$ cat config.mk
export PLATFORM = sky130hd
export DESIGN_NAME = spdif_output_generator
export DESIGN_NICKNAME = d
export VERILOG_FILES = /design/src/hdl/spdif_pkg.sv /design/src/hdl/spdif_output_generator.sv
export SDC_FILE = /design/constraint.sdc
export NUM_CORES = 1
export LEC_CHECK = 0
export BUFFER_PORTS_ARGS = -buffer_cell sky130_fd_sc_hd__buf_2
export CORE_ASPECT_RATIO = 0.8
export CORE_MARGIN = 1.5
export CORE_UTILIZATION = 42
export DETAILED_ROUTE_END_ITERATION = 8
export PLACE_DENSITY = 0.66
export SYNTH_ARGS = -nofsm -noshare
export SYNTH_HDL_FRONTEND = slang
export SYNTH_SLANG_ARGS = --single-unit
export TNS_END_PERCENT = 10
$ cat constraint.sdc
create_clock -name clk -period 12.11 [get_ports clk]
set_input_delay 1.8165 -clock clk [delete_from_list [all_inputs] [get_ports clk]]
set_output_delay 1.8165 -clock clk [all_outputs]
set_load 0.005 [all_outputs]
$ cat src/hdl/spdif_pkg.sv
// Register map, field layout, reset values and timing constants of the S/PDIF generator.
package spdif_pkg;

   localparam int          REG_IDX_W      = 12;
   localparam logic [11:0] IDX_TX_CONTROL = 12'h5c2;
   localparam logic [11:0] IDX_CS_WORD1   = 12'h5c3;
   localparam logic [11:0] IDX_CS_WORD2   = 12'h5c4;
   localparam logic [11:0] IDX_CS_WORD3   = 12'h5c5;
   localparam logic [11:0] IDX_RATE       = 12'h5c6;
   localparam logic [11:0] IDX_IRQ_STATUS = 12'h5c7;
   localparam logic [11:0] IDX_IRQ_MASK   = 12'h5c8;
   localparam logic [11:0] IDX_SRC_A      = 12'h800;
   localparam logic [11:0] IDX_VOL_A      = 12'h801;
   localparam logic [11:0] IDX_SRC_B      = 12'h808;
   localparam logic [11:0] IDX_VOL_B      = 12'h809;

   localparam int CTL_ENABLE_BIT = 0;
   localparam int CTL_VAL_A_BIT  = 12;
   localparam int CTL_VAL_B_BIT  = 13;
   localparam int RATE_OK_BIT    = 8;

   localparam logic [15:0] CS1_RESET = 16'h0000;
   localparam logic [15:0] CS2_RESET = 16'h0b01;
   localparam logic [11:0] CS3_RESET = 12'h000;
   localparam logic [3:0]  RATE_RESET = 4'h2;
   localparam logic [7:0]  SRC_RESET = 8'h00;
   localparam logic [7:0]  VOL_UNITY = 8'h80;

   localparam int IRQ_W           = 2;
   localparam int IRQ_BLOCK_BIT   = 0;
   localparam int IRQ_REFUSED_BIT = 1;

   localparam int          SAMPLE_W         = 24;
   localparam logic [7:0]  LAST_FRAME       = 8'd191;
   localparam logic [7:0]  CS_BITS          = 8'd40;
   localparam logic [6:0]  LAST_CELL        = 7'd127;
   localparam longint      CELLS_PER_FRAME  = 128;
   localparam logic [32:0] MAX_INC          = 33'h0_8000_0000;

   localparam logic [7:0] PRE_BLOCK = 8'b11101000;
   localparam logic [7:0] PRE_A_CH  = 8'b11100010;
   localparam logic [7:0] PRE_B_CH  = 8'b11100100;

   localparam int RATE_CODES = 16;
   typedef logic [32:0] inc_table_t [RATE_CODES];

   typedef struct packed {
      logic [SAMPLE_W-1:0] a;
      logic [SAMPLE_W-1:0] b;
   } sample_pair_t;

   typedef enum logic [1:0] {
      GEN_IDLE = 2'b00,
      GEN_RUN  = 2'b01
   } gen_state_t;

   function automatic longint rate_hz(input int code);
      case (code)
         0:       return 32000;
         1:       return 44100;
         2:       return 48000;
         3:       return 88200;
         4:       return 96000;
         5:       return 176400;
         6:       return 192000;
         default: return 0;
      endcase
   endfunction

   // Phase increment per clock so that the accumulator carries once per half-bit cell.
   function automatic inc_table_t build_inc_table(input longint clk_hz);
      inc_table_t t;
      for (int c = 0; c < RATE_CODES; c++) begin
         t[c] = 33'((rate_hz(c) * CELLS_PER_FRAME * 64'h1_0000_0000) / clk_hz);
      end
      return t;
   endfunction

endpackage

$ cat src/hdl/spdif_output_generator.sv
// S/PDIF output generator: APB registers, source select and volume, biphase-mark serialiser.
//
// Summary of operation
// - Send consumer two-channel stream on a pin.
// - Channel A from first source, B second.
// - Each channel has own select and volume.
// - Select and volume in mixer range 0x0800-0x0809.
// - Supported sample rates 32 kHz to 192 kHz.
// - Transmit only while enable bit reads one.
// - Audio field carries up to 24 bits.
// - Validity B from bit 13, A bit 12.
// - Status word one supplies channel status 0-15.
// - Status word two supplies frequency, numbers, source.
// - Status word three supplies bits 28-39.
// - Refuse enable when clock too slow.
// - Stream never offered back to mixers.
`timescale 1ns/10ps
`default_nettype none
module spdif_output_generator
   import spdif_pkg::*;
#(
   parameter longint CLK_HZ  = 50_000_000, // System clock rate in Hz.
   parameter int     NSRC    = 4,          // Number of selectable audio sources.
   parameter int     PADDR_W = 14          // APB byte address width.
) (
   input  wire logic                clk,                      // System clock.
   input  wire logic                resetn,                   // Asynchronous reset, active low.
   input  wire logic                psel,                     // APB select.
   input  wire logic                penable,                  // APB access phase.
   input  wire logic                pwrite,                   // APB direction, high for write.
   input  wire logic [PADDR_W-1:0]  paddr,                    // APB byte address.
   input  wire logic [31:0]         pwdata,                   // APB write data.
   output logic      [31:0]         prdata,                   // APB read data.
   output logic                     pready,                   // APB ready, always high.
   output logic                     pslverr,                  // APB error on unmapped address.
   input  wire logic [SAMPLE_W-1:0] source_data [NSRC],       // Sources on the system clock.
   output logic                     spdif_out,                // Serial stream to the pin.
   output logic                     irq                       // Level interrupt.
);

   localparam inc_table_t INC_TAB = build_inc_table(CLK_HZ);

   gen_state_t           state_ff;
   logic                 val_a_ff;
   logic                 val_b_ff;
   logic [15:0]          cs1_ff;
   logic [15:0]          cs2_ff;
   logic [11:0]          cs3_ff;
   logic [3:0]           rate_ff;
   logic [7:0]           src_a_ff;
   logic [7:0]           src_b_ff;
   logic [7:0]           vol_a_ff;
   logic [7:0]           vol_b_ff;
   logic [IRQ_W-1:0]     irq_stat_ff;
   logic [IRQ_W-1:0]     irq_mask_ff;
   logic [31:0]          acc_ff;
   logic [6:0]           cell_ff;
   logic [7:0]           frame_ff;
   logic                 line_ff;
   logic                 base_ff;
   sample_pair_t         pair_ff;
   logic [32:0]          run_inc_ff;

   logic [REG_IDX_W-1:0] idx;
   logic                 hit;
   logic                 access;
   logic                 wr;
   logic                 running;
   logic [32:0]          inc;
   logic                 rate_ok;
   logic                 en_wr;
   logic                 en_ok;
   logic                 refused;
   logic [32:0]          acc_sum;
   logic                 tick;
   logic                 frame_end;
   logic                 block_end;
   logic [IRQ_W-1:0]     irq_ev;
   sample_pair_t         nxt_pair;
   logic [SAMPLE_W-1:0]  mix_a;
   logic [SAMPLE_W-1:0]  mix_b;
   logic [39:0]          cs_vec;
   logic                 cur_c;
   logic [31:0]          sub_bits;
   logic [7:0]           pat;
   logic                 base;

   // Volume scale: code 0x80 is unity, larger codes clamp to unity.
   function automatic logic [SAMPLE_W-1:0] scale(input logic [SAMPLE_W-1:0] s,
                                                 input logic [7:0]          v);
      logic [7:0]               g;
      logic signed [SAMPLE_W+8:0] p;
      g = (v > VOL_UNITY) ? VOL_UNITY : v;
      p = $signed(s) * $signed({1'b0, g});
      return p[SAMPLE_W+6:7];
   endfunction

   // APB register slave with zero wait states; every access ends in its first access cycle.
   assign idx    = REG_IDX_W'(paddr[PADDR_W-1:2]);
   assign hit    = (paddr[1:0] == 2'b00) && (idx inside {IDX_TX_CONTROL, IDX_CS_WORD1,
                   IDX_CS_WORD2, IDX_CS_WORD3, IDX_RATE, IDX_IRQ_STATUS, IDX_IRQ_MASK,
                   IDX_SRC_A, IDX_VOL_A, IDX_SRC_B, IDX_VOL_B});
   assign access  = psel & penable;
   assign wr      = access & pwrite & hit;
   assign pready  = 1'b1;
   assign pslverr = access & ~hit;

   // Unmapped or misaligned addresses read zero.
   always_comb begin
      prdata = 32'h0000_0000;
      unique case (idx)
         IDX_TX_CONTROL: begin
            prdata[CTL_VAL_B_BIT]  = val_b_ff;
            prdata[CTL_VAL_A_BIT]  = val_a_ff;
            prdata[CTL_ENABLE_BIT] = running;
         end
         IDX_CS_WORD1:   prdata[15:0] = cs1_ff;
         IDX_CS_WORD2:   prdata[15:0] = cs2_ff;
         IDX_CS_WORD3:   prdata[11:0] = cs3_ff;
         IDX_RATE: begin
            prdata[3:0]         = rate_ff;
            prdata[RATE_OK_BIT] = rate_ok;
         end
         IDX_IRQ_STATUS: prdata[IRQ_W-1:0] = irq_stat_ff;
         IDX_IRQ_MASK:   prdata[IRQ_W-1:0] = irq_mask_ff;
         IDX_SRC_A:      prdata[7:0] = src_a_ff;
         IDX_VOL_A:      prdata[7:0] = vol_a_ff;
         IDX_SRC_B:      prdata[7:0] = src_b_ff;
         IDX_VOL_B:      prdata[7:0] = vol_b_ff;
         default:        prdata = 32'h0000_0000;
      endcase
      if (!hit) begin
         prdata = 32'h0000_0000;
      end
   end

   // Control bit 0 is not stored; it reads back the running state.
   // validity bits stored.
   always_ff @(posedge clk or negedge resetn) begin
      if (!resetn) begin
         val_a_ff <= 1'b0;
         val_b_ff <= 1'b0;
      end else if (wr && idx == IDX_TX_CONTROL) begin
         val_a_ff <= pwdata[CTL_VAL_A_BIT];
         val_b_ff <= pwdata[CTL_VAL_B_BIT];
      end
   end

   always_ff @(posedge clk or negedge resetn) begin
      if (!resetn) begin
         cs1_ff <= CS1_RESET;
         cs2_ff <= CS2_RESET;
         cs3_ff <= CS3_RESET;
      end else if (wr) begin
         if (idx == IDX_CS_WORD1) begin
            cs1_ff <= pwdata[15:0];
         end
         if (idx == IDX_CS_WORD2) begin
            cs2_ff <= pwdata[15:0];
         end
         if (idx == IDX_CS_WORD3) begin
            cs3_ff <= pwdata[11:0];
         end
      end
   end

   always_ff @(posedge clk or negedge resetn) begin
      if (!resetn) begin
         src_a_ff <= SRC_RESET;
         src_b_ff <= SRC_RESET;
         vol_a_ff <= VOL_UNITY;
         vol_b_ff <= VOL_UNITY;
      end else if (wr) begin
         if (idx == IDX_SRC_A) begin
            src_a_ff <= pwdata[7:0];
         end
         if (idx == IDX_VOL_A) begin
            vol_a_ff <= pwdata[7:0];
         end
         if (idx == IDX_SRC_B) begin
            src_b_ff <= pwdata[7:0];
         end
         if (idx == IDX_VOL_B) begin
            vol_b_ff <= pwdata[7:0];
         end
      end
   end

   // A running stream keeps its rate until disabled; the new code applies at next enable.
   always_ff @(posedge clk or negedge resetn) begin
      if (!resetn) begin
         rate_ff <= RATE_RESET;
      end else if (wr && idx == IDX_RATE) begin
         rate_ff <= pwdata[3:0];
      end
   end

   // Enable control and clock sufficiency check.
   assign inc = INC_TAB[rate_ff];
   // Enough clock means at least two clocks per cell, an increment of at most 2^31.
   // rate and clock check.
   assign rate_ok = (inc != 33'h0) && (inc <= MAX_INC);
   assign en_wr   = wr && (idx == IDX_TX_CONTROL);
   assign en_ok   = en_wr && pwdata[CTL_ENABLE_BIT] && rate_ok;
   assign refused = en_wr && pwdata[CTL_ENABLE_BIT] && !rate_ok && (state_ff == GEN_IDLE);
   assign running = (state_ff == GEN_RUN);

   // An enable write while running changes nothing; only a zero bit stops the stream.
   // enable state.
   always_ff @(posedge clk or negedge resetn) begin
      if (!resetn) begin
         state_ff <= GEN_IDLE;
      end else begin
         unique case (state_ff)
            GEN_IDLE: if (en_ok) begin
               state_ff <= GEN_RUN;
            end
            GEN_RUN: if (en_wr && !pwdata[CTL_ENABLE_BIT]) begin
               state_ff <= GEN_IDLE;
            end
            default: state_ff <= GEN_IDLE;
         endcase
      end
   end

   // Sticky interrupt status: bit 0 marks a finished block, bit 1 a refused enable.
   assign irq_ev[IRQ_BLOCK_BIT]   = block_end;
   assign irq_ev[IRQ_REFUSED_BIT] = refused;

   // A new event wins over a write-one clear in the same cycle.
   always_ff @(posedge clk or negedge resetn) begin
      if (!resetn) begin
         irq_stat_ff <= '0;
      end else if (wr && idx == IDX_IRQ_STATUS) begin
         irq_stat_ff <= (irq_stat_ff & ~pwdata[IRQ_W-1:0]) | irq_ev;
      end else begin
         irq_stat_ff <= irq_stat_ff | irq_ev;
      end
   end

   // Mask bits pass the matching status bits onto the interrupt pin.
   always_ff @(posedge clk or negedge resetn) begin
      if (!resetn) begin
         irq_mask_ff <= '0;
      end else if (wr && idx == IDX_IRQ_MASK) begin
         irq_mask_ff <= pwdata[IRQ_W-1:0];
      end
   end

   assign irq = |(irq_stat_ff & irq_mask_ff);

   // Source select and volume; code zero and codes above the source count give silence.
   // channel mixing.
   always_comb begin
      mix_a = '0;
      mix_b = '0;
      for (int k = 0; k < NSRC; k++) begin
         if (src_a_ff == 8'(k + 1)) begin
            mix_a = source_data[k];
         end
         if (src_b_ff == 8'(k + 1)) begin
            mix_b = source_data[k];
         end
      end
      nxt_pair.a = scale(mix_a, vol_a_ff);
      nxt_pair.b = scale(mix_b, vol_b_ff);
   end

   // The increment is held while running, so a rate write takes effect at the next enable.
   always_ff @(posedge clk or negedge resetn) begin
      if (!resetn) begin
         run_inc_ff <= 33'h0_0000_0000;
      end else if (!running) begin
         run_inc_ff <= inc;
      end
   end

   // Cell timing: each accumulator carry starts a cell, so cell edges jitter by one clock.
   assign acc_sum   = {1'b0, acc_ff} + run_inc_ff;
   assign tick      = running & acc_sum[32];
   assign frame_end = tick && (cell_ff == LAST_CELL);
   assign block_end = frame_end && (frame_ff == LAST_FRAME);

   always_ff @(posedge clk or negedge resetn) begin
      if (!resetn) begin
         acc_ff <= 32'h0000_0000;
      end else if (!running) begin
         acc_ff <= 32'h0000_0000;
      end else begin
         acc_ff <= acc_sum[31:0];
      end
   end

   // Counters restart from frame zero at every enable, so each run opens a block.
   // frame and block counting.
   always_ff @(posedge clk or negedge resetn) begin
      if (!resetn) begin
         cell_ff  <= '0;
         frame_ff <= '0;
      end else if (!running) begin
         cell_ff  <= '0;
         frame_ff <= '0;
      end else if (tick) begin
         cell_ff <= cell_ff + 7'd1;
         if (frame_end) begin
            frame_ff <= (frame_ff == LAST_FRAME) ? 8'd0 : frame_ff + 8'd1;
         end
      end
   end

   // One sample pair per frame, refreshed while idle so the first frame is current.
   always_ff @(posedge clk or negedge resetn) begin
      if (!resetn) begin
         pair_ff <= '0;
      end else if (!running || frame_end) begin
         pair_ff <= nxt_pair;
      end
   end

   // Subframe assembly: cells 0 to 7 hold the preamble, each later cell pair one slot.
   // Status bits 20 to 23 carry the number of the subframe being sent.
   // status vector layout.
   assign cs_vec = {cs3_ff, cs2_ff[15:12], cell_ff[6] ? cs2_ff[11:8] : cs2_ff[7:4],
                    cs2_ff[3:0], cs1_ff};
   assign cur_c = (frame_ff < CS_BITS) ? cs_vec[frame_ff[5:0]] : 1'b0;

   // Slot 29 carries user data, which this block always sends as zero.
   // time slots.
   always_comb begin
      sub_bits        = 32'h0000_0000;
      sub_bits[27:4]  = cell_ff[6] ? pair_ff.b : pair_ff.a;
      sub_bits[28]    = cell_ff[6] ? val_b_ff : val_a_ff;
      sub_bits[30]    = cur_c;
      sub_bits[31]    = ^sub_bits[30:4];
   end

   assign pat  = cell_ff[6] ? PRE_B_CH : ((frame_ff == 8'd0) ? PRE_BLOCK : PRE_A_CH);
   assign base = (cell_ff[2:0] == 3'd0) ? line_ff : base_ff;

   // Each of slots 4 to 31 toggles at its start and again at its middle when the bit is one.
   // Even parity keeps the level after each subframe equal to the preamble base.
   // biphase-mark line coder.
   always_ff @(posedge clk or negedge resetn) begin
      if (!resetn) begin
         line_ff <= 1'b0;
         base_ff <= 1'b0;
      end else if (!running) begin
         line_ff <= 1'b0;
         base_ff <= 1'b0;
      end else if (tick) begin
         if (cell_ff[5:3] == 3'd0) begin
            base_ff <= base;
            line_ff <= pat[3'd7 - cell_ff[2:0]] ^ base;
         end else if (!cell_ff[0] || sub_bits[cell_ff[5:1]]) begin
            line_ff <= ~line_ff;
         end
      end
   end

   assign spdif_out = line_ff;

endmodule
`default_nettype wire

==> results of run 1 <==
## layout make-up
class	instances	area share (%)
inverters	379	5.166
flip-flops and latches	213	19.40
diodes	2	0.01817
repair buffers	188	3.807
clock buffers	35	2.508
multi-input cells	2053	65.32
well taps	779	3.539
clock inverters	7	0.2453
## logic make-up (layout without fill, tap and decap cells)
logic type               count (synthesis)  count (layout)
AO/OA/AOI/OAI                          485             485
XOR/XNOR                               119             119
adder cells (fa/ha/maj)                444             444
buffers and inverters                  511             609
flip-flops                             213             213
multiplexers                           160             160
other                                    2              19
AND/OR/NAND/NOR                        828             828
## synth_stat cells, drive strengths merged, types with 11 or more instances
library cell and number:
nand2 300, a221o 26, nand3 28, nor2b 37
a22o 24, a21oi 84, buf 41, clkbuf 91
fa 289, a222oi 11, and2 38, a22oi 36
xnor2 55, dfrtp 206, o31ai 21, nor2 282
ha 155, nor3 28, inv 379, xor2 61
mux2 102, mux2i 32, and3 24, o21a 30
a31oi 18, o21ai 123, a21o 47, nor4 11
mux4 26, a221oi 23, nand2b 33
## state kept, by name, indices dropped and copies added, names as in the netlist, 7 cells and up
name / cells
frame_ff: 8
run_inc_ff: 29
acc_ff: 32
cs1_ff: 16
src_b_ff: 8
vol_b_ff: 8
vol_a_ff: 8
pair_ff: 48
cell_ff: 7
cs3_ff: 12
cs2_ff: 16
src_a_ff: 8
## power by group through the flow
| stage | clock network [mW] | registers, mW | logic, mW |
|---|---|---|---|
| 3_5_place_dp | 0 | 0.725 | 0.0629 |
| 3_3_place_gp | 0 | 0.725 | 0.0626 |
| 5_1_grt | 0.757 | 0.711 | 0.0696 |
| 4_1_cts | 0.725 | 0.712 | 0.0631 |
| 2_1_floorplan | 0 | 0.725 | 0.0139 |
| 6_report | 0.718 | 0.712 | 0.0636 |
## per-stage QoR
stage	hold slack, ns	worst slack (ns)	power, mW
2_1_floorplan	0.4504	5.044	0.7388
3_3_place_gp	0.4799	3.776	0.7873
3_5_place_dp	0.4875	3.834	0.7877
4_1_cts	0.5034	3.776	1.500
5_1_grt	0.5263	3.363	1.538
6_report	0.4997	3.731	1.493
## routing by layer
| layer | vias up | global-route usage [%] | part of all wire [%] |
|---|---|---|---|
| met2 | 618 | 34.84 | 45 |
| met3 | 92 | 3.470 | 7.0 |
| li1 | 9351 | - | - |
| met5 | - | 0 | 0 |
| met1 | 10270 | 33.36 | 46 |
| met4 | 0 | 5.353 | 2.5 |
## path summary, 6_finish.rpt
kind,slack (ns),start,to
worst min-delay path,0.50,run_inc_ff[20]$_DFFE_PN0N_,run_inc_ff[20]$_DFFE_PN0N_
worst max register to register,3.73,src_b_ff[4]$_DFFE_PN0P_,pair_ff[23]$_DFFE_PN0P_
worst max-delay path,3.73,src_b_ff[4]$_DFFE_PN0P_,pair_ff[23]$_DFFE_PN0P_
worst min register to register,0.50,run_inc_ff[20]$_DFFE_PN0N_,run_inc_ff[20]$_DFFE_PN0N_
min in group asynchronous,1.22,resetn,cs2_ff[10]$_DFFE_PN0P_
max in group asynchronous,9.48,resetn,pair_ff[17]$_DFFE_PN0P_
## worst min-delay path, stage by stage (launching register included)
cell     delay (ns)
dfrtp_1        0.35
nand2_1        0.06
o31ai_1        0.05
==> metrics.cfg, run 1 <==
[clock_network]
clk_pin_slew_ns = 0.06
cts_resized = 0
ctsHoldBuffers = 0
cts.sinks = 213
tritoncts = done
htreeDepth = 1
cts_root_buf = clkbuf_16
clockBufferDepth = 3
postCtsSetupRepairBufs = 0
worstSkewPairLatency_ns = 0.54
cts_buffers = 23

[cells_and_area]
n_fill_cell = 5788
final_util_pct = 46.24
final_area_sq_mm = 0.02754
final_common_cell = inv_1
seqCellArea_sq_mm = 0.005341
area_growth_pct = 9.036
drive_gt1_share_pct = 12.94
final_cells = 3656
nets = 3449
final_cell_mix = 379 x inv_1, 300 x nand2_1, 289 x fa_1, 282 x nor2_1, 204 x dfrtp_1
multiInputGateArea_sq_mm = 0.01799

[routing]
drt-total-wl_um = 69790
wl_per_cell_um = 19.09
vias = 20330
drt-pass1-iter-count = 5
drc = 0
drt_iter0_drc = 1613
vias_per_cell = 5.561
ant_nets = 0

[synthesis]
synth_top_family_by_area = adder cells
yosysTopAreaCell = fa_1
synth_mux_area_share_pct = 8.224
synth-compound-area-share_pct = 13.06
synthTopCellsByArea = fa_1 23%, dfrtp_1 20%, ha_1 7.7%
yosys.area.top_type_share_pct = 22.91
syn_area_per_cell_sq_um = 9.144
yosys.area_share.simple_pct = 14.72
synth_cells = 2762
synth_cell_types = 72
yosys_most_used_dff = dfrtp_1
ys_seq_elements = 213
post_synth_xor_area_fraction_pct = 4.290
async_reset_ff_share_pct = 100.0
synth_edf_count = 0
synth_warnings = 0
synth_area_sq_mm = 0.02526
ys_seq_area_share_pct = 21.14
synth_fa_ha_area_share_pct = 30.59

[critical_path]
crit_type = flip-flop to flip-flop
crit_path_cell_trace = nor4_1 -> buf_4 -> nand3_1 -> nor2_1 -> a221oi_1 -> a21oi_1 -> nand2_1 -> fa_1 -> inv_1 -> fa_1 -> fa_1 -> inv_1 -> fa_1 -> inv_1 -> ha_1 -> a21o_1 -> a21oi_1 -> a21oi_1 -> a31oi_1 -> a311oi_1 -> nor4_1 -> a21oi_1 -> xnor2_1 -> mux2_2
crit_arrival_ns = 8.85
cp_top_family = adder cells
rr_worst_depth = 24
worst_setup_path_start_kind = flip-flop
crit_fanout = 9
cpMaxStageDelayCell = a21oi_1
cp.required_ns = 12.58
slowest_delay_ns = 0.89
end_kind = flip-flop
cp.depth = 24
worst-path-buf-inv = 4

[placed_design]
numPlacedInstances = 3612
dp_hpwl_um = 55670
gp_congestion = 0.9085
dpl_cell_area_sq_mm = 0.02678
io_buffer_count = 149

[global_routing]
grt.total_usage_pct = 22.61
grt_pass1_wl_um = 111000
antenna_found_initial = 3
grt_start_max_net_pins = 96
overflow = 0
grt_pass1_vias = 19780

[run]
maxCapViolCount = 0

[hold_path]
holdPathStages = 2
min_path_type = flip-flop to flip-flop

[floorplan]
fp.coreArea_sq_mm = 0.05956
die_w_um = 277.2
die-height_um = 222.3
start_util_pct = 42.41
num_rows = 80
io_pins = 183
dieArea_sq_mm = 0.06162

[sta]
fin_crit_ns = 8.379
slew_viol_final = 0
tightest_slew_ns = 1.315
rsz0062_at_grt = false
fin_worst_skew_ns = 0.02502
max_freq_ghz = 0.1194
fin_setup_tns_ns = 0
finalHoldViolCount = 0
final.period_utilization_pct = 69.19
relSlewSlack_pct = 12.30
setup_violations = 0

[power_and_ir_drop]
switching_share_pct = 23.15
ir_drop_uv = 112.0
p_sw_mw = 0.3455
power.internal_mw = 1.147
power_density_mw_per_mm2 = 54.20
p_leak_nw = 13.72
combPwrFrac_pct = 4.3
seq_power_share_pct = 47.7
clockPowerShare_pct = 48.1

[outcome]
run_status = complete, no violations

No activity file was read; power rests on OpenSTA's default activity.
==> run 2: changes to the inputs <==
--- a/config.mk
+++ b/config.mk
@@ -10,7 +10,7 @@
 export CORE_MARGIN = 1.5
 export CORE_UTILIZATION = 42
 export DETAILED_ROUTE_END_ITERATION = 8
-export PLACE_DENSITY = 0.66
+export PLACE_DENSITY = 0.68
 export SYNTH_ARGS = -nofsm -noshare
 export SYNTH_HDL_FRONTEND = slang
 export SYNTH_SLANG_ARGS = --single-unit
==> constraint.sdc (replaced) <==
create_clock -name clk -period 7.55 [get_ports clk]
set_input_delay 1.1325 -clock clk [delete_from_list [all_inputs] [get_ports clk]]
set_output_delay 1.1325 -clock clk [all_outputs]
set_load 0.005 [all_outputs]
==> metrics.cfg, run 2 (same netlist as run 1, synthesis figures left out) <==
[floorplan]
io_pins = 183  ; unchanged
dieArea_sq_mm = 0.06162  ; unchanged
fp.coreArea_sq_mm = 0.05956  ; unchanged
die_w_um = 277.2  ; unchanged
num_rows = 80  ; unchanged
start_util_pct = 42.41  ; unchanged
die-height_um = 222.3  ; unchanged

[critical_path]
r2r-end = pair_ff[23]$_DFFE_PN0P_  ; unchanged
cp.required_ns = 7.96  ; was 12.58 ns
rr_worst_depth = 27  ; was 24
crit_arrival_ns = 7.64  ; was 8.85 ns
crit_type = flip-flop to flip-flop  ; unchanged
crit_fanout = 9  ; unchanged
cpMaxStageDelayCell = fa_1  ; was a21oi_1
slowest_delay_ns = 0.55  ; was 0.89 ns
rrSetupSlack_ns = 0.32  ; was 3.73 ns
r2r_start = src_b_ff[4]$_DFFE_PN0P_  ; unchanged
worst_setup_path_start_kind = flip-flop  ; unchanged
end_kind = flip-flop  ; unchanged

[clock_network]
worstSkewPairLatency_ns = 0.52  ; was 0.54 ns
clockBufferDepth = 3  ; unchanged
postCtsSetupRepairBufs = 0  ; unchanged
cts_buffers = 24  ; was 23
ctsHoldBuffers = 0  ; unchanged
clk_pin_slew_ns = 0.06  ; about the same
cts.sinks = 213  ; unchanged
htreeDepth = 1  ; unchanged
tritoncts = done  ; unchanged
cts_root_buf = clkbuf_16  ; unchanged

[routing]
drt_iter0_drc = 2017  ; was 1613
drt-total-wl_um = 70720  ; was 69790 um
drt-pass1-iter-count = 6  ; was 5
ant_nets = 0  ; unchanged
wl_per_cell_um = 19.10  ; was 19.09 um
vias_per_cell = 5.580  ; was 5.561
vias = 20660  ; was 20330
drc = 0  ; unchanged

[cells_and_area]
drive_gt1_share_pct = 14.41  ; was 12.94%
n_fill_cell = 5610  ; was 5788
area_growth_pct = 10.90  ; was 9.036%
largest_register_ffs = 48  ; unchanged
top_register = pair_ff  ; unchanged
nets = 3495  ; was 3449
final_cell_mix = 379 x inv_1, 300 x nand2_1, 289 x fa_1, 282 x nor2_1, 204 x dfrtp_1  ; unchanged
largestRegisters = pair_ff (48), acc_ff (32), run_inc_ff (29)  ; unchanged
final_util_pct = 47.03  ; was 46.24%
final_common_cell = inv_1  ; unchanged

[sta]
relSlewSlack_pct = 29.47  ; was 12.30%
rsz0062_at_grt = false  ; unchanged
finalHoldViolCount = 0  ; unchanged
fin_worst_skew_ns = 0.01541  ; was 0.02502 ns
max_freq_ghz = 0.1383  ; was 0.1194 GHz
final.period_utilization_pct = 95.74  ; was 69.19%
slew_viol_final = 0  ; unchanged
setup_violations = 0  ; unchanged
fin_crit_ns = 7.229  ; was 8.379 ns
fin_setup_tns_ns = 0  ; unchanged
worst_slack_ns = 0.3213  ; was 3.731 ns
tightest_slew_ns = 1.058  ; was 1.315 ns

[hold_path]
worstHoldStart = run_inc_ff[30]$_DFFE_PN0N_  ; was run_inc_ff[20]$_DFFE_PN0N_
hold_end = run_inc_ff[30]$_DFFE_PN0N_  ; was run_inc_ff[20]$_DFFE_PN0N_
holdPathStages = 2  ; unchanged
min_path_type = flip-flop to flip-flop  ; unchanged

[outcome]
run_status = complete, no violations  ; unchanged

[power_and_ir_drop]
clockPowerShare_pct = 50.7  ; was 48.1%
power.internal_mw = 1.974  ; was 1.147 mW
combPwrFrac_pct = 4.2  ; was 4.3%
p_leak_nw = 13.98  ; was 13.72 nW
switching_share_pct = 21.92  ; was 23.15%
power_density_mw_per_mm2 = 90.26  ; was 54.20 mW/mm^2
seq_power_share_pct = 45.2  ; was 47.7%
ir_drop_uv = 133.2  ; was 112.0 uV
finalPower_mw = 2.528  ; was 1.493 mW
p_sw_mw = 0.5541  ; was 0.3455 mW

[global_routing]
overflow = 0  ; unchanged
antenna_found_initial = 5  ; was 3
grt.total_usage_pct = 22.98  ; was 22.61%
grt_start_max_net_pins = 87  ; was 96
grt_pass1_wl_um = 113600  ; was 111000 um
grt_pass1_vias = 20730  ; was 19780

[placed_design]
gp_congestion = 0.9706  ; was 0.9085
post-place-ws_ns = 0.3167  ; was 3.834 ns
io_buffer_count = 149  ; unchanged
dp_hpwl_um = 57150  ; was 55670 um

[run]
maxCapViolCount = 0  ; unchanged

==> run 2: changes by cell type in the layout (fill, tap and decap cells not counted), moves of 2 or more <==
cell | before | now
buf_4 | 39 | 83
bufinv_16 | 1 | 4
clkbuf_16 | 23 | 25
clkinvlp_4 | 0 | 2
==> run 2: repair_timing <==
| action | in CTS | in global routing |
|---|---|---|
| endpoints found under the setup margin | 0 | 4 |
| gates resized for setup | 0 | 2 |
| endpoints found under the hold margin | 0 | 0 |
==> run 2: per-layer routing <==
| metal | global-route usage (%) | up-vias | share of wire (%) | routed length (um) |
|---|---|---|---|---|
| li1 | - | 9425 | - | - |
| met1 | 33.08 | 10360 | 44 | 31240 |
| met2 | 36.09 | 758 | 45 | 32070 |
| met3 | 3.691 | 117 | 7.9 | 5577 |
| met4 | 5.760 | 2 | 2.6 | 1820 |
| met5 | 0 | - | 0.0099 | 7 |
==> run 2: stage by stage <==
stage | instances | instance area (sq um) | hold WS [ns]
finish | 3703 | 28010 | 0.4990
global placement | 3657 | 27130 | 0.4821
CTS | 3701 | 28000 | 0.4991
global route | 3703 | 28010 | 0.5282
detailed placement | 3657 | 27130 | 0.4844
floorplan | 2777 | 25310 | 0.4504
==> run 2: worst max-delay path by stage <==
stage                                        from                      end  slack, ns  depth (start not counted)
after floorplan           src_a_ff[7]$_DFFE_PN0P_  pair_ff[47]$_DFFE_PN0P_       0.86                         25
after global placement    src_b_ff[4]$_DFFE_PN0P_  pair_ff[23]$_DFFE_PN0P_       0.32                         27
after detailed placement  src_b_ff[4]$_DFFE_PN0P_  pair_ff[23]$_DFFE_PN0P_       0.32                         27
after CTS                 src_b_ff[4]$_DFFE_PN0P_  pair_ff[23]$_DFFE_PN0P_       0.30                         27
after global routing      src_b_ff[4]$_DFFE_PN0P_  pair_ff[23]$_DFFE_PN0P_       0.02                         27
final                     src_b_ff[4]$_DFFE_PN0P_  pair_ff[23]$_DFFE_PN0P_       0.32                         27
==> run 2: cell type report <==
cell class	instances	area, sq um	share of cell area [%]
diodes	2	5.005	0.01787
clock buffers	35	723.2	2.582
clock inverters	9	150.1	0.5360
inverters	379	1423	5.079
multi-input cells	2053	17990	64.24
flip-flops and latches	213	5341	19.07
well taps	779	974.7	3.480
repair buffers	233	1399	4.994
==> run 2: worst max-delay path, delay by kind of cell, from the launching register on <==
| family | cells | cell delay (ns) |
|---|---|---|
| AND/OR/NAND/NOR | 5 | 1.86 |
| XOR/XNOR | 1 | 0.17 |
| AO/OA/AOI/OAI | 8 | 1.10 |
| buffers and inverters | 7 | 1.00 |
| flip-flops | 1 | 0.40 |
| adder cells (fa/ha/maj) | 5 | 2.31 |
| multiplexers | 1 | 0.27 |
==> run 2: power groups by stage <==
| stage | registers, mW | logic [mW] | clock network (mW) |
|---|---|---|---|
| final | 1.14 | 0.105 | 1.28 |
| after global routing | 1.14 | 0.114 | 1.35 |
| after CTS | 1.14 | 0.104 | 1.30 |
| after detailed placement | 1.16 | 0.103 | 0 |
| after global placement | 1.16 | 0.103 | 0 |
| after floorplan | 1.16 | 0.0222 | 0 |
==> run 3: changes to the inputs <==
--- a/config.mk
+++ b/config.mk
@@ -9,6 +9,7 @@
 export CORE_ASPECT_RATIO = 0.8
 export CORE_MARGIN = 1.5
 export CORE_UTILIZATION = 42
+export CTS_BUF_LIST = sky130_fd_sc_hd__clkbuf_8
 export DETAILED_ROUTE_END_ITERATION = 8
 export PLACE_DENSITY = 0.68
 export SYNTH_ARGS = -nofsm -noshare
==> metrics.cfg, run 3 (same netlist as run 1, synthesis figures left out) <==
[outcome]
run_status = complete, no violations  ; unchanged

[cells_and_area]
drive_gt1_share_pct = 14.79  ; was 14.41%
largestRegisters = pair_ff (48), acc_ff (32), run_inc_ff (29)  ; unchanged
top_register = pair_ff  ; unchanged
final_cells = 3722  ; was 3703
largest_register_ffs = 48  ; unchanged
final_cell_mix = 389 x inv_1, 300 x nand2_1, 289 x fa_1, 281 x nor2_1, 204 x dfrtp_1  ; was 379 x inv_1, 300 x nand2_1, 289 x fa_1, 282 x nor2_1, 204 x dfrtp_1
area_growth_pct = 10.44  ; was 10.90%
final_util_pct = 46.83  ; was 47.03%
final_common_cell = inv_1  ; unchanged
nets = 3506  ; was 3495

[global_routing]
grt.total_usage_pct = 23.07  ; was 22.98%
overflow = 0  ; unchanged
antenna_found_initial = 5  ; unchanged
grt_pass1_wl_um = 113500  ; was 113600 um
grt_pass1_vias = 20760  ; was 20730
grt_start_max_net_pins = 87  ; unchanged

[sta]
fin_crit_ns = 7.196  ; was 7.229 ns
finalHoldViolCount = 0  ; unchanged
slew_viol_final = 0  ; unchanged
relSlewSlack_pct = 29.25  ; was 29.47%
whs_ns = 0.4931  ; was 0.4990 ns
setup_violations = 0  ; unchanged
fin_worst_skew_ns = 0.02848  ; was 0.01541 ns
max_freq_ghz = 0.1390  ; was 0.1383 GHz
final.period_utilization_pct = 95.32  ; was 95.74%
fin_setup_tns_ns = 0  ; unchanged
tightest_slew_ns = 1.061  ; was 1.058 ns
rsz0062_at_grt = false  ; unchanged

[clock_network]
cts_buffers = 35  ; was 24
cts_root_buf = clkbuf_8  ; was clkbuf_16
htreeDepth = 2  ; was 1
tritoncts = done  ; unchanged
worstSkewPairLatency_ns = 0.55  ; was 0.52 ns
clk_pin_slew_ns = 0.06  ; about the same
clockBufferDepth = 3  ; unchanged
cts.sinks = 213  ; unchanged
postCtsSetupRepairBufs = 0  ; unchanged

[routing]
ant_nets = 0  ; unchanged
wl_per_cell_um = 18.97  ; was 19.10 um
drc = 0  ; unchanged
drt_iter0_drc = 1701  ; was 2017
drt-pass1-iter-count = 7  ; was 6
vias = 20670  ; was 20660
drt-total-wl_um = 70600  ; was 70720 um
vias_per_cell = 5.554  ; was 5.580

[floorplan]
num_rows = 80  ; unchanged
fp.coreArea_sq_mm = 0.05956  ; unchanged
dieArea_sq_mm = 0.06162  ; unchanged
die_w_um = 277.2  ; unchanged
die-height_um = 222.3  ; unchanged
io_pins = 183  ; unchanged
start_util_pct = 42.41  ; unchanged

[critical_path]
crit_fanout = 11  ; was 9
crit_arrival_ns = 7.63  ; was 7.64 ns
worst_setup_path_start_kind = flip-flop  ; unchanged
cp.required_ns = 7.98  ; was 7.96 ns
end_kind = flip-flop  ; unchanged
crit_type = flip-flop to flip-flop  ; unchanged

[power_and_ir_drop]
finalPower_mw = 2.339  ; was 2.528 mW
power_density_mw_per_mm2 = 83.84  ; was 90.26 mW/mm^2
p_leak_nw = 13.98  ; about the same
ir_drop_uv = 98.69  ; was 133.2 uV

[placed_design]
io_buffer_count = 149  ; unchanged
numPlacedInstances = 3657  ; unchanged
dp_hpwl_um = 57150  ; unchanged
gp_congestion = 0.9706  ; unchanged

[hold_path]
min_path_type = flip-flop to flip-flop  ; unchanged

[run]
maxCapViolCount = 0  ; unchanged

run 3: cell count changes in the layout (fill, tap and decap cells not counted):
cell | previous run | this run
nor2_2 | 0 | 1
clkbuf_16 | 25 | 0
clkbuf_1 | 4 | 0
inv_1 | 379 | 389
clkinvlp_4 | 2 | 1
clkinv_2 | 3 | 2
clkbuf_8 | 6 | 48
bufinv_16 | 4 | 1
nor2_1 | 282 | 281
inv_6 | 0 | 1
run 3: metrics by stage:
step	setup slack [ns]	area, sq um
global route	0.06113	27890
global placement	0.3228	27130
floorplan	0.8593	25310
detailed placement	0.3167	27130
finish	0.3536	27890
CTS	0.2899	27880
run 3: worst paths after layout:
| check | startpoint | end | slack [ns] | cells after the start |
|---|---|---|---|---|
| worst max-delay path | src_b_ff[4]$_DFFE_PN0P_ | pair_ff[23]$_DFFE_PN0P_ | 0.35 | 26 |
| worst min-delay path | run_inc_ff[29]$_DFFE_PN0N_ | run_inc_ff[29]$_DFFE_PN0N_ | 0.49 | 2 |
| worst max register to register | src_b_ff[4]$_DFFE_PN0P_ | pair_ff[23]$_DFFE_PN0P_ | 0.35 | 26 |
| worst min register to register | run_inc_ff[29]$_DFFE_PN0N_ | run_inc_ff[29]$_DFFE_PN0N_ | 0.49 | 2 |
| max in group asynchronous | resetn | pair_ff[34]$_DFFE_PN0P_ | 5.55 | 2 |
| min in group asynchronous | resetn | cs1_ff[10]$_DFFE_PN0P_ | 0.57 | 1 |
run 3: cell type report:
cell class | count | area [sq um]
Clock inverter | 15 | 93.84
Clock buffer | 48 | 660.6
Inverter | 379 | 1423
Timing Repair Buffer | 233 | 1399
Fill cell | 5641 | 31660
Tap cell | 779 | 974.7
Antenna cell | 2 | 5.005
Sequential cell | 213 | 5341
Multi-Input combinational cell | 2053 | 18000
run 3: routing by layer:
layer  track usage, %  routed length, um
met5                0                  7
met4            6.044               1598
met3            4.301               5878
met2            35.96              31830
met1            32.95              31290
run 3: report_power, final:
group	total, mW	internal, mW	switching (mW)
clock	1.09	0.602	0.490
sequential	1.14	1.14	0.00000175
combinational	0.105	0.0328	0.0723
total	2.34	1.78	0.562
run 3: timing repair:
action / in CTS / in global routing
setup endpoints to repair: 0 / 5
hold buffers: 0 / 0
gates resized for setup: 0 / 3
run 3: worst max-delay path, cell delays in order (launching register included):
cell      delay, ns
dfrtp_1        0.41
nor4_1         0.36
buf_4          0.25
and3_1         0.29
buf_4          0.24
a221o_1        0.22
o21a_1         0.31
nand2_1        0.12
fa_1           0.55
inv_1          0.05
fa_1           0.49
fa_1           0.55
inv_1          0.05
fa_1           0.47
inv_1          0.04
ha_1           0.29
a21o_1         0.19
a21o_1         0.18
a21o_1         0.18
a21o_1         0.17
a21oi_1        0.32
a311oi_1       0.17
nor4_1         0.46
buf_4          0.21
a21oi_1        0.07
xnor2_1        0.17
mux2_2         0.27
